[src/hdl/pse_pkg.sv]
// constants and types for the sample scanner and converter front end
`default_nettype none
package pse_pkg;
  localparam int unsigned CLK_HZ      = 25_000_000;
  localparam int unsigned ADC_HZ      = 250_000;
  localparam int unsigned ADC_DIV     = CLK_HZ / ADC_HZ;
  localparam int unsigned CONV_TIME_US = 56;
  // longest time, so the step count rounds down
  localparam int unsigned CONV_STEPS  = (CONV_TIME_US * ADC_HZ) / 1_000_000;
  localparam int unsigned RES_W       = 10;
  localparam int unsigned NUM_MUX     = 6;
  localparam int unsigned NUM_MODES   = 3;
  localparam int unsigned SEQ_LEN     = 6;
  localparam logic [3:0]  MSB_IDX     = 4'h9;
  localparam logic [6:0]  DIV_LAST    = 7'(ADC_DIV - 1);
  localparam logic [3:0]  STEP_LAST   = 4'(CONV_STEPS);
  localparam logic [RES_W-1:0] RES_RST = 10'h000;
  localparam logic [1:0]  MODE_RST    = 2'h0;
  localparam logic [2:0]  SLOT_RST    = 3'h0;
  // scan patch: per mode, the multiplexer index for each slot
  localparam logic [NUM_MODES-1:0][SEQ_LEN-1:0][2:0] SCAN_PATCH = {
    {3'h0, 3'h3, 3'h0, 3'h2, 3'h0, 3'h1},
    {3'h0, 3'h0, 3'h0, 3'h0, 3'h1, 3'h0},
    {3'h5, 3'h4, 3'h3, 3'h2, 3'h1, 3'h0}
  };
  // last slot of each mode's sequence
  localparam logic [NUM_MODES-1:0][2:0] SCAN_LAST = {3'h5, 3'h1, 3'h5};
  typedef enum logic {PSE_IDLE, PSE_CONV} pse_conv_t;
endpackage : pse_pkg
`default_nettype wire

[src/hdl/pse_encoder.sv]
// multiplexer scanner, successive-approximation converter and word holding register
`default_nettype none
module pse_encoder
  import pse_pkg::*;
(
  input  wire logic             ref_clk,
  input  wire logic             srst,
  input  wire logic             encode_cmd,
  input  wire logic             transfer_pulse,
  input  wire logic             encoder_inhibit,
  input  wire logic [1:0]       mode_cmd,
  input  wire logic             cmp_keep,
  output logic [NUM_MUX-1:0]    mux_gate,
  output logic [RES_W-1:0]      dac_trial,
  output logic [RES_W-1:0]      adc_result,
  output logic                  conv_busy,
  output logic                  conv_done,
  output logic [RES_W-1:0]      word_holding_register
);

  // one-hot weight of a result bit
  function automatic logic [RES_W-1:0] bit_weight(input logic [3:0] idx);
    bit_weight = RES_W'(1) << idx;
  endfunction : bit_weight

  // scanner gate pattern for a mode and slot
  function automatic logic [NUM_MUX-1:0] gate_of(input logic [1:0] m, input logic [2:0] s);
    gate_of = NUM_MUX'(1) << SCAN_PATCH[m][s];
  endfunction : gate_of

  typedef struct packed {
    logic [6:0]       div;
    pse_conv_t        conv;
    logic [3:0]       step;
    logic [3:0]       bit_idx;
    logic [RES_W-1:0] trial;
    logic [RES_W-1:0] sar;
    logic             done;
    logic [RES_W-1:0] hold;
    logic [1:0]       mode;
    logic [2:0]       slot;
  } pse_state_t;

  pse_state_t st_r;
  pse_state_t st_nxt;
  logic       adc_tick;
  logic       start;
  logic [1:0] mode_req;
  logic [RES_W-1:0] sar_keep;

  // mode 0 needs no command; the higher command line wins
  assign mode_req = mode_cmd[1] ? 2'h2 : (mode_cmd[0] ? 2'h1 : 2'h0);
  // divider never restarts on encode, so the tick is free-running
  assign adc_tick = (st_r.div == DIV_LAST);
  // an encode during a conversion is ignored; one per word is expected
  assign start    = encode_cmd && (st_r.conv == PSE_IDLE);
  assign sar_keep = cmp_keep ? st_r.trial : st_r.sar;

  // next-state logic for divider, converter, scanner and holding register
  always_comb
  begin
    st_nxt     = st_r;
    st_nxt.div = adc_tick ? 7'h00 : st_r.div + 7'h01;
    case (st_r.conv)
      PSE_IDLE:
      begin
        if (start)
        begin
          st_nxt.conv    = PSE_CONV;
          st_nxt.step    = 4'h0;
          st_nxt.bit_idx = MSB_IDX;
          st_nxt.sar     = RES_RST;
          st_nxt.trial   = bit_weight(MSB_IDX);
          st_nxt.done    = 1'b0;
        end
      end
      PSE_CONV:
      begin
        if (adc_tick)
        begin
          st_nxt.step = st_r.step + 4'h1;
          // steps 1..10 decide bits, the rest are settle and latch
          if (st_r.step != 4'h0 && st_r.step <= 4'(RES_W))
          begin
            st_nxt.sar = sar_keep;
            if (st_r.bit_idx != 4'h0)
            begin
              st_nxt.bit_idx = st_r.bit_idx - 4'h1;
              st_nxt.trial   = sar_keep | bit_weight(st_r.bit_idx - 4'h1);
            end
            else
            begin
              st_nxt.trial = sar_keep;
            end
          end
          if (st_r.step == STEP_LAST - 4'h1)
          begin
            st_nxt.conv = PSE_IDLE;
            st_nxt.done = 1'b1;
          end
        end
      end
      default:
      begin
        st_nxt.conv = PSE_IDLE;
      end
    endcase
    // word-end transfer: load holding register unless encoder_inhibit and, if the converter is idle, step the scanner on the same edge
    if (transfer_pulse)
    begin
      if (!encoder_inhibit)
      begin
        st_nxt.hold = st_r.sar;
      end
      if (st_r.conv == PSE_IDLE)
      begin
        if (mode_req != st_r.mode)
        begin
          st_nxt.mode = mode_req;
          st_nxt.slot = SLOT_RST;
        end
        else if (st_r.slot == SCAN_LAST[st_r.mode])
        begin
          st_nxt.slot = SLOT_RST;
        end
        else
        begin
          st_nxt.slot = st_r.slot + 3'h1;
        end
      end
    end
  end

  // state register
  always_ff @(posedge ref_clk)
  begin
    if (srst)
    begin
      st_r <= '{div: 7'h00, conv: PSE_IDLE, step: 4'h0, bit_idx: MSB_IDX,
                trial: RES_RST, sar: RES_RST, done: 1'b0, hold: RES_RST,
                mode: MODE_RST, slot: SLOT_RST};
    end
    else
    begin
      st_r <= st_nxt;
    end
  end

  assign mux_gate              = gate_of(st_r.mode, st_r.slot);
  assign dac_trial             = st_r.trial;
  assign adc_result            = st_r.sar;
  assign conv_busy             = (st_r.conv == PSE_CONV);
  assign conv_done             = st_r.done;
  assign word_holding_register = st_r.hold;

  // helper: cycles spent in the current conversion
  logic [11:0] busy_cyc_r;
  always_ff @(posedge ref_clk)
  begin
    if (srst || start)
    begin
      busy_cyc_r <= 12'h000;
    end
    else if (conv_busy)
    begin
      busy_cyc_r <= busy_cyc_r + 12'h001;
    end
  end
endmodule : pse_encoder
`default_nettype wire

[config.mk]
export PLATFORM = sky130hd
export DESIGN_NAME = pse_encoder
export DESIGN_NICKNAME = d
export VERILOG_FILES = /design/src/hdl/pse_pkg.sv /design/src/hdl/pse_encoder.sv
export SDC_FILE = /design/constraint.sdc
export NUM_CORES = 1
export LEC_CHECK = 0
export BUFFER_PORTS_ARGS = -buffer_cell sky130_fd_sc_hd__buf_2
export CAP_MARGIN = 20
export CORE_UTILIZATION = 40
export DETAILED_ROUTE_END_ITERATION = 10
export GPL_TIMING_DRIVEN = 0
export HOLD_SLACK_MARGIN = 0.06
export PLACE_DENSITY = 0.62
export RECOVER_POWER = 25
export SYNTH_ARGS = -nofsm -noshare
export SYNTH_HDL_FRONTEND = slang
export SYNTH_SLANG_ARGS = --single-unit
[constraint.sdc]
create_clock -name ref_clk -period 2.2 [get_ports ref_clk]
set_input_delay 0.55 -clock ref_clk [delete_from_list [all_inputs] [get_ports ref_clk]]
set_output_delay 0.55 -clock ref_clk [all_outputs]
set_load 0.02 [all_outputs]
==> impl_metrics.env, run 1 <==
export IMPL_final_seq_area_sq_um=1042
export IMPL_synth_compound_area_share_pct=17.33
export IMPL_p_seq_share_pct=54.8
export IMPL_synthCells=321
export IMPL_internal_power_mw=1.333
export IMPL_setup_viol=0
export IMPL_synth_area_sq_um=2693
export IMPL_p_comb_share_pct=6.7
export IMPL_start_kind="flop"
export IMPL_ant_nets=0
export IMPL_worst_path_stages=5
export IMPL_setup_ws_ns=0.1873
export IMPL_worstMarginPinSlew_ns=0.5399
export IMPL_finalClockSkew_ns=0.01144
export IMPL_rrSetupSlack_ns=0.19
export IMPL_final_cell_area_sq_um=3146
export IMPL_synth_cell_type_count=40
export IMPL_criticalPathCategory="flop to output pin"
export IMPL_clk_latency_ns=0.31
export IMPL_portBuffers=44
export IMPL_synth_top_family_by_area="simple AND/OR/NAND/NOR gates"
export IMPL_postSynthAreaPerCell_sq_um=8.388
export IMPL_worstHoldStart="word_holding_register[8]$_SDFFE_PP0P_"
export IMPL_p_leak_nw=1.272
export IMPL_vias_per_cell=5.114
export IMPL_cts_buffers=5
export IMPL_holdCritPathClass="flop to flop"
export IMPL_synth_top_area_cell="dfxtp_1"
export IMPL_grt_pass1_wl_microns=9563
export IMPL_synth_async_reset_ratio_pct=0
export IMPL_synth_seq_cells=52
export IMPL_muxShareOfSynthArea_pct=1.487
export IMPL_clkTransAtPathRegs_ns=0.09
export IMPL_dr_pass1_iters=7
export IMPL_crit_buf_inv=1
export IMPL_p_sw_share_pct=24.22
export IMPL_synthXorXnorAreaFrac_pct=2.928
export IMPL_rr_worst_depth=8
export IMPL_die_w_microns=84.05
export IMPL_period_needed_ns=2.013
export IMPL_fmax_mhz=496.8
export IMPL_required_ns=1.65
export IMPL_drive_gt1_share_pct=22.97
export IMPL_pre_cts_slack_ns=-0.08229
export IMPL_period_share_pct=91.49
export IMPL_p_clk_share_pct=38.6
export IMPL_synth_most_common_cell="dfxtp_1"
export IMPL_ctsHoldBuffers=0
export IMPL_synth_nets=340
export IMPL_nets=388
export IMPL_track_usage_pct=16.76
export IMPL_die_area_sq_um=7064
export IMPL_placed_area_sq_um=3009
export IMPL_holdPathEnd="word_holding_register[8]$_SDFFE_PP0P_"
export IMPL_start_util_pct=41.92
export IMPL_status="complete, but fails checks"
export IMPL_crit_arrival_ns=1.46
export IMPL_multi_input_area_sq_um=1366
export IMPL_cp_top_family="flip-flops"
export IMPL_grt_ovfl_total=0
export IMPL_clock_root_buffer="clkbuf_8"
export IMPL_pin_count=46
export IMPL_crit_chain="nand2b_1, nor3b_1, a31oi_1, nor2_1, buf_2"
export IMPL_yosysSeqAreaShare_pct=38.66
export IMPL_finalSetupTns_ns=0
export IMPL_synthTopCellsByArea="dfxtp_1, buf_4, nand2_1"
export IMPL_synth_warning_count=0
export IMPL_r2r_end="adc_result[0]$_SDFFE_PP0P_"
export IMPL_grt_pass1_vias=2064
export IMPL_drc_errors=8
export IMPL_slew_violations=0
export IMPL_via_count=2286
export IMPL_holdWs_ns=0.4583
export IMPL_ir_drop_mv=0.2959
export IMPL_wl_per_cell_microns=12.85
export IMPL_core_region_area_sq_um=6422
export IMPL_htree_num_levels=2
export IMPL_clk_path_buf_depth=2
export IMPL_antenna_found_initial=0
export IMPL_synth_ff_type="dfxtp_1"
export IMPL_crit_path_end_kind="output pin"
export IMPL_grt_start_max_net_pins=18
export IMPL_cpPeakStageDelay_ns=0.50
export IMPL_rsz0062_at_grt="no"
export IMPL_synth_top_area_share_pct=38.66
export IMPL_dieHeight_microns=84.05
export IMPL_maxSlewHeadroom_pct=64.01
export IMPL_netlist_top_cells_count="dfxtp_1, nand2_1, buf_4"
export IMPL_maxCapViolCount=0
export IMPL_area_delta_synth_final_pct=16.82
export IMPL_slowest_stage="dfxtp_1"
export IMPL_yosys_area_share_adder_pct=5.112
export IMPL_dp_hpwl_microns=4212
export IMPL_diodes=0
export IMPL_synth_edf_count=0
export IMPL_cts_tree="built"
export IMPL_worstPathMaxFanout=9
export IMPL_rows=29
export IMPL_p_sw_mw=0.4261
export IMPL_violations="DRC"
export IMPL_gp_congestion=0.8183
export IMPL_drt_iter0_drc=77
export IMPL_yosys_area_share_simple_pct=22.49
export IMPL_hold_depth=2
export IMPL_crit_reg2reg_launch="st_r[40]$_SDFFE_PP0P_"
export IMPL_powerDensity_nw_per_um2=559.3
export IMPL_routed_wl_microns=5744
export IMPL_fillers=643
export IMPL_clkSinkCount=52
export IMPL_final_hold_violation_count=0
[layout make-up]
| cell class | count | area share [%] |
|---|---|---|
| plain buffers | 44 | 8.831 |
| clock buffers | 5 | 2.188 |
| clock inverters | 3 | 1.512 |
| inverters | 7 | 0.8353 |
| multi-input cells | 213 | 43.44 |
| flip-flops and latches | 52 | 33.13 |
| well taps | 77 | 3.063 |
| repair buffers | 46 | 7.001 |
[power by group through the flow]
stage / Clock (mW) / Sequential [mW] / Combinational [mW]
after global routing: 0.733 / 0.966 / 0.129
after CTS: 0.695 / 0.961 / 0.120
after global placement: 0 / 0.980 / 0.119
final: 0.678 / 0.964 / 0.117
after floorplan: 0 / 0.980 / 0.0825
after detailed placement: 0 / 0.980 / 0.121
[what timing repair did]
action	CTS	global route
buffers inserted	2	0
resized for setup	1	7
setup endpoints to repair	13	18
[cells by family after synthesis]
group / after synthesis
mux: 4
compound gates: 69
buf+inv: 56
fa+ha+maj: 11
xor+xnor: 9
flops: 52
simple gates: 120
[how the worst max path moves through the flow]
stage | end | slack (ns) | start
floorplan | mux_gate[5] | 0.28 | st_r[0]$_SDFFE_PP0P_
global placement | adc_result[7]$_SDFFE_PP0P_ | -0.05 | st_r[40]$_SDFFE_PP0P_
detailed placement | adc_result[6]$_SDFFE_PP0P_ | -0.08 | st_r[40]$_SDFFE_PP0P_
CTS | mux_gate[3] | 0.04 | st_r[2]$_SDFFE_PP0P_
global route | mux_gate[3] | 0.03 | st_r[2]$_SDFFE_PP0P_
finish | mux_gate[3] | 0.19 | st_r[2]$_SDFFE_PP0P_
[stage by stage]
step                utilization, %  std cells  total power, mW
finish                       48.98        447            1.759
global route                 48.98        447            1.829
global placement             46.85        442            1.099
detailed placement           46.85        442            1.101
CTS                          48.90        451            1.776
floorplan                        -        321            1.063
[sequential cells by signal, indices dropped and copies added (netlist names)]
name / flops
adc_result: 10
conv_busy: 1
st_r: 20
word_holding_register: 10
dac_trial: 10
conv_done: 1
[worst reg2reg max path: cells and delay by family, from the launching register on]
kind	cells	cell delay (ns)
AOI/OAI and AO/OA	2	0.37
adders and majority gates	1	0.19
DFF	1	0.43
and+or+nand+nor	3	0.69
buffers and inverters	2	0.27
[layer usage]
layer  global-route usage (%)  up-vias  wire length [microns]
met2                    27.94       34                   2682
met1                    21.19     1058                   2758
li1                         -     1186                      -
met4                    5.643        0                     70
met5                        0        -                      0
met3                    3.956        8                    232
[cells in the final DEF (no fill, tap or decap), drive strengths merged, types with 3 or more instances in the layout]
cell    count
nor2b       7
ha         11
xnor2       6
nand2      44
clkbuf     30
o21ai      11
and3        3
a22oi      10
xor2        3
a21oi      21
a22o       12
nor3b       6
inv         7
nand2b      5
nand3       7
nor2       20
nand4       6
nor3       16
mux2i       4
dfxtp      52
buf        65
(Power assumes the default switching activity.)
==> run 2: changes to the inputs <==
--- a/config.mk
+++ b/config.mk
@@ -5,6 +5,7 @@
 export SDC_FILE = /design/constraint.sdc
 export NUM_CORES = 1
 export LEC_CHECK = 0
+export ABC_AREA = 1
 export BUFFER_PORTS_ARGS = -buffer_cell sky130_fd_sc_hd__buf_2
 export CAP_MARGIN = 20
 export CORE_UTILIZATION = 40
==> run 2 against run 1 <==
Effect of this change:
- the run now ends clean
- cell area rose by 7.3%
- setup slack got worse by 0.082 ns
- wire length rose by 13%
- worst hold slack improved by 0.0067 ns
- highest routed layer unchanged
==> impl_metrics.env, run 2 <==
export IMPL_synthXorXnorAreaFrac_pct=0.9013
export IMPL_nets=494
export IMPL_diodes=0
export IMPL_wl_per_cell_microns=11.31
export IMPL_ant_nets=0
export IMPL_regMostFlops="st_r"
export IMPL_synth_cell_type_count=28
export IMPL_synth_top_area_cell="dfxtp_1"
export IMPL_start_kind="flop"
export IMPL_ctsHoldBuffers=0
export IMPL_clk_path_buf_depth=2
export IMPL_clock_root_buffer="clkbuf_8"
export IMPL_synth_compound_area_share_pct=12.27
export IMPL_gp_congestion=0.7804
export IMPL_area_delta_synth_final_pct=15.75
export IMPL_rows=30
export IMPL_netlist_top_cells_count="nand2_1, dfxtp_1, nor2_1"
export IMPL_muxShareOfSynthArea_pct=0
export IMPL_utilization_pct=48.86
export IMPL_final_hold_violation_count=0
export IMPL_synth_nets=444
export IMPL_clk_latency_ns=0.31
export IMPL_fmax_mhz=477.4
export IMPL_cpPeakStageDelay_ns=0.38
export IMPL_start_util_pct=42.21
export IMPL_period_needed_ns=2.095
export IMPL_crit_path_end_kind="output pin"
export IMPL_synth_warning_count=0
export IMPL_synth_top_family_by_area="simple AND/OR/NAND/NOR gates"
export IMPL_worstMarginPinSlew_ns=0.5290
export IMPL_yosys_area_share_simple_pct=30.30
export IMPL_cts_setup_buffers=0
export IMPL_track_usage_pct=17.97
export IMPL_drt_iter0_drc=103
export IMPL_dp_hpwl_microns=4794
export IMPL_rsz0062_at_grt="no"
export IMPL_drive_gt1_share_pct=21.01
export IMPL_die_area_sq_um=7634
export IMPL_finalSetupTns_ns=0
export IMPL_postSynthAreaPerCell_sq_um=6.860
export IMPL_synth_async_reset_ratio_pct=0
export IMPL_finalClockSkew_ns=0.009913
export IMPL_clkSinkCount=52
export IMPL_setup_ws_ns=0.1054
export IMPL_synth_seq_cells=52
export IMPL_crit_top_cell="nor2_1"
export IMPL_slowest_stage="dfxtp_1"
export IMPL_clkTransAtPathRegs_ns=0.10
export IMPL_powerDensity_nw_per_um2=584.0
export IMPL_synth_top_area_share_pct=35.71
export IMPL_pin_count=46
export IMPL_fillers=743
export IMPL_status="finished, final reports clean"
export IMPL_grt_ovfl_total=0
export IMPL_die_w_microns=87.37
export IMPL_period_share_pct=95.21
export IMPL_grt_pass1_vias=2336
export IMPL_synth_area_sq_um=2915
export IMPL_largest_reg_flops=20
export IMPL_synthCells=425
export IMPL_crit_arrival_ns=1.54
export IMPL_ir_drop_mv=0.2812
export IMPL_htree_num_levels=2
export IMPL_pre_cts_slack_ns=0.3204
export IMPL_cts_buffers=5
export IMPL_synth_most_common_cell="nand2_1"
export IMPL_grt_start_max_net_pins=18
export IMPL_core_region_area_sq_um=6907
export IMPL_holdCritPathClass="flop to flop"
export IMPL_grt_pass1_wl_microns=10730
export IMPL_synthTopCellsByArea="dfxtp_1, nand2_1, buf_4"
export IMPL_yosys_area_share_adder_pct=4.721
export IMPL_final_common_cell="nand2_1"
export IMPL_finalPower_mw=1.971
export IMPL_worstPathMaxFanout=5
export IMPL_vias_per_cell=4.629
export IMPL_setup_viol=0
export IMPL_cts_tree="built"
export IMPL_yosysSeqAreaShare_pct=35.71
export IMPL_antenna_found_initial=0
export IMPL_via_count=2648
export IMPL_p_leak_nw=1.620
export IMPL_maxCapViolCount=0
export IMPL_synth_ff_type="dfxtp_1"
export IMPL_required_ns=1.65
export IMPL_final_cell_mix="nand2_1, dfxtp_1, nor2_1"
export IMPL_drc_errors=0
export IMPL_routed_wl_microns=6472
export IMPL_synth_edf_count=0
export IMPL_dieHeight_microns=87.37
export IMPL_criticalPathCategory="flop to output pin"
export IMPL_slew_violations=0
export IMPL_portBuffers=43
export IMPL_dr_pass1_iters=4
export IMPL_maxSlewHeadroom_pct=64.73
export IMPL_crit_chain="inv_1, nor2_1, nand2_1, nor2_1, a31oi_2, nand2_1, nor2_1, buf_2"
-- run 2: area by class of cell --
cell class                 instances  area [sq um]  share of cell area (%)
clock inverter                     3         46.29                   1.372
clock buffer                       5         68.82                   2.039
timing repair buffer              43         211.5                   6.266
multi-input combinational        283          1410                   41.79
inverter                          49         183.9                   5.450
sequential                        52          1049                   31.07
tap                               96         120.1                   3.560
buffer                            41         285.3                   8.454
-- run 2: metal layers --
layer | track usage, % | vias up | share of wire, %
met4 | 4.471 | 0 | 0.65
met1 | 23.34 | 1191 | 49
met3 | 3.128 | 4 | 3.5
met2 | 30.75 | 44 | 47
li1 | - | 1409 | -
met5 | 0 | - | 0
-- run 2: metrics by stage --
stage / instances / hold WS, ns / cell area (sq um)
finish: 572 / 0.4650 / 3374
global route: 572 / 0.4888 / 3374
CTS: 572 / 0.4734 / 3372
detailed placement: 564 / 0.4539 / 3251
global placement: 564 / 0.4314 / 3251
floorplan: 425 / 0.4179 / 2915
-- run 2: worst paths after layout --
check	startpoint	depth (start not counted)	slack, ns	to
max	st_r[2]$_SDFFE_PP0P_	8	0.11	mux_gate[0]
min	st_r[45]$_SDFF_PP0_	1	0.46	st_r[45]$_SDFF_PP0_
max reg2reg	st_r[45]$_SDFF_PP0_	9	0.33	adc_result[5]$_SDFFE_PP0P_
min reg2reg	st_r[45]$_SDFF_PP0_	1	0.46	st_r[45]$_SDFF_PP0_
-- run 2: worst max-delay path: cells and delay by family, from the launching register on --
family                 cells  cell delay [ns]
and+or+nand+nor            5             0.37
DFF                        1             0.38
AOI/OAI and AO/OA          1             0.22
buffers and inverters      2             0.28
-- run 2: where the power goes --
group          switching (mW)  internal [mW]
Combinational           0.191         0.0996
Clock                   0.335          0.343
Sequential             0.0309          0.971
Total                   0.557           1.41
-- run 2: repair_timing --
action	CTS	global route
pin swaps	0	0
resized for setup	1	7
endpoints found under the setup margin	4	4
-- run 2: cell families (layout without fill, tap and decap cells) --
kind of cell               count (synthesis)  count (layout)
AOI/OAI and AO/OA                         70              70
xor gates and xnor gates                   3               3
adders and majority gates                 11              11
buffers and inverters                     90             141
DFF                                       52              52
and+or+nand+nor                          199             199
==> run 3: changes to the inputs <==
--- a/config.mk
+++ b/config.mk
@@ -8,6 +8,7 @@
 export ABC_AREA = 1
 export BUFFER_PORTS_ARGS = -buffer_cell sky130_fd_sc_hd__buf_2
 export CAP_MARGIN = 20
+export CORE_ASPECT_RATIO = 0.8
 export CORE_UTILIZATION = 40
 export DETAILED_ROUTE_END_ITERATION = 10
 export GPL_TIMING_DRIVEN = 0
==> run 3 against run 2 <==
Effect of this change:
- clock skew hardly changed
- sequential power is essentially flat
- register-to-register slack improved by 0.03 ns
- die area about the same
- core utilization is 0.57 points lower
- power decreased by 0.38%
- combinational power is 1% higher
- first-iteration DRC count is 22% higher
==> impl_metrics.env, run 3 (synthesis results as in run 2) <==
export IMPL_status="finished, final reports clean"
export IMPL_track_usage_pct=18.18
export IMPL_dp_hpwl_microns=4915
export IMPL_slowest_stage="dfxtp_1"
export IMPL_cts_buffers=5
export IMPL_pin_count=46
export IMPL_drt_iter0_drc=126
export IMPL_wl_met3_microns=183
export IMPL_die_area_sq_um=7636
export IMPL_dr_pass1_iters=4
export IMPL_maxCapViolCount=0
export IMPL_core_region_area_sq_um=6959
export IMPL_finalClockSkew_ns=0.01038
export IMPL_dieHeight_microns=78.36
export IMPL_final_cell_area_sq_um=3361
export IMPL_met2_length_microns=2887
export IMPL_antenna_found_initial=0
export IMPL_gp_congestion=0.8411
export IMPL_start_kind="flop"
export IMPL_wl_per_cell_microns=11.65
export IMPL_drive_gt1_share_pct=20.80
export IMPL_grt_ovfl_total=0
export IMPL_clkSinkCount=52
export IMPL_cp_top_family="simple AND/OR/NAND/NOR gates"
export IMPL_setup_ws_ns=0.08533
export IMPL_ir_drop_mv=0.3322
export IMPL_period_share_pct=96.12
export IMPL_worstPathMaxFanout=6
export IMPL_crit_buf_inv=2
export IMPL_rows=27
export IMPL_clk_path_buf_depth=2
export IMPL_final_cells=563
export IMPL_crit_chain="nor2_1, nand4_1, o211ai_1, nand2_1, inv_1, nand2_1, nor2_1, buf_2"
export IMPL_holdPathEnd="st_r[45]$_SDFF_PP0_"
export IMPL_required_ns=1.65
export IMPL_crit_reg2reg_launch="st_r[45]$_SDFF_PP0_"
export IMPL_crit_arrival_ns=1.56
export IMPL_routed_wl_microns=6558
export IMPL_grt_start_max_net_pins=17
export IMPL_fmax_mhz=472.9
export IMPL_cts_setup_buffers=0
export IMPL_worstHoldStart="st_r[45]$_SDFF_PP0_"
export IMPL_final_common_cell="nand2_1"
export IMPL_setup_viol=0
export IMPL_nets=494
export IMPL_portBuffers=43
export IMPL_criticalPathCategory="flop to output pin"
export IMPL_drc_errors=0
export IMPL_largest_reg_flops=20
export IMPL_slew_violations=0
export IMPL_hold_depth=1
export IMPL_crit_path_end_kind="output pin"
export IMPL_placed_area_sq_um=3239
export IMPL_start_util_pct=41.89
export IMPL_clkTransAtPathRegs_ns=0.09
export IMPL_rsz0062_at_grt="no"
export IMPL_holdCritPathClass="flop to flop"
export IMPL_area_delta_synth_final_pct=15.28
export IMPL_rrSetupSlack_ns=0.36
export IMPL_cpPeakStageDelay_ns=0.39
export IMPL_clk_latency_ns=0.31
export IMPL_powerDensity_nw_per_um2=584.2
export IMPL_pre_cts_slack_ns=0.3478
export IMPL_clock_root_buffer="clkbuf_8"
export IMPL_ant_nets=0
export IMPL_dp_cells=555
export IMPL_diodes=0
export IMPL_maxSlewHeadroom_pct=65.62
export IMPL_rr_worst_depth=9
export IMPL_highest_layer="met4"
export IMPL_p_leak_nw=1.620
export IMPL_vias_per_cell=4.689
export IMPL_finalSetupTns_ns=0
export IMPL_wl_met1_microns=3416
export IMPL_final_cell_mix="nand2_1, nor2_1, dfxtp_1"
export IMPL_grt_pass1_vias=2383
export IMPL_r2r_end="adc_result[3]$_SDFFE_PP0P_"
export IMPL_cts_tree="built"
export IMPL_die_w_microns=97.45
export IMPL_final_hold_violation_count=0
export IMPL_via_count=2640
export IMPL_worstMarginPinSlew_ns=0.5157
export IMPL_grt_pass1_wl_microns=11270
export IMPL_period_needed_ns=2.115
export IMPL_regMostFlops="st_r"
export IMPL_htree_num_levels=2
[run 3: how the worst max path moves through the flow]
stage | from | to | slack, ns | cells past startpoint
after CTS | st_r[3]$_SDFFE_PP0P_ | mux_gate[1] | 0.06 | 7
after global routing | st_r[3]$_SDFFE_PP0P_ | mux_gate[5] | 0.0003 | 8
after detailed placement | st_r[3]$_SDFFE_PP0P_ | mux_gate[1] | 0.35 | 7
after global placement | st_r[3]$_SDFFE_PP0P_ | mux_gate[0] | 0.40 | 7
final | st_r[4]$_SDFFE_PP0P_ | mux_gate[5] | 0.09 | 8
after floorplan | st_r[3]$_SDFFE_PP0P_ | mux_gate[0] | 0.45 | 6
[run 3: area by class of cell]
cell class,instances,area (sq um)
buffer,41,285.3
clock buffer,5,68.82
clock inverter,3,42.54
fill,702,3598
inverter,49,183.9
multi-input combinational,283,1406
sequential,52,1049
tap,87,108.9
timing repair buffer,43,216.5
[run 3: metal layers]
| layer | vias to the layer above | track usage [%] |
|---|---|---|
| li1 | 1411 | - |
| met1 | 1170 | 25.23 |
| met2 | 46 | 29.65 |
| met3 | 13 | 2.671 |
| met4 | 0 | 4.559 |
| met5 | - | 0 |
[run 3: per-stage QoR]
step / hold WS (ns) / util, % / power, mW
floorplan: 0.4179 / - / 1.233
global placement: 0.4321 / 46.55 / 1.307
global route: 0.4760 / 48.29 / 2.068
finish: 0.4542 / 48.29 / 1.963
detailed placement: 0.4394 / 46.55 / 1.313
CTS: 0.4539 / 48.24 / 1.981
[run 3: worst register-to-register path, cell delays in order, from the launching register on]
cell and delay (ns):
dfxtp_1 0.36, ha_1 0.17, inv_1 0.05, nor2_1 0.25
nand4_1 0.26, nand2_2 0.25, nand2_2 0.08, buf_4 0.18
nand2_1 0.07, a21oi_1 0.06
[run 3: where the power goes]
part           internal [mW]  switching [mW]
combinational          0.102           0.193
sequential             0.971          0.0315
clock                  0.337           0.329
[run 3: repair_timing]
| action | CTS | global route |
|---|---|---|
| hold endpoints to repair | 0 | 0 |
| hold buffers | 0 | 0 |
| gates resized for setup | 1 | 8 |
| endpoints found under the setup margin | 3 | 6 |
| gates cloned | 0 | 0 |
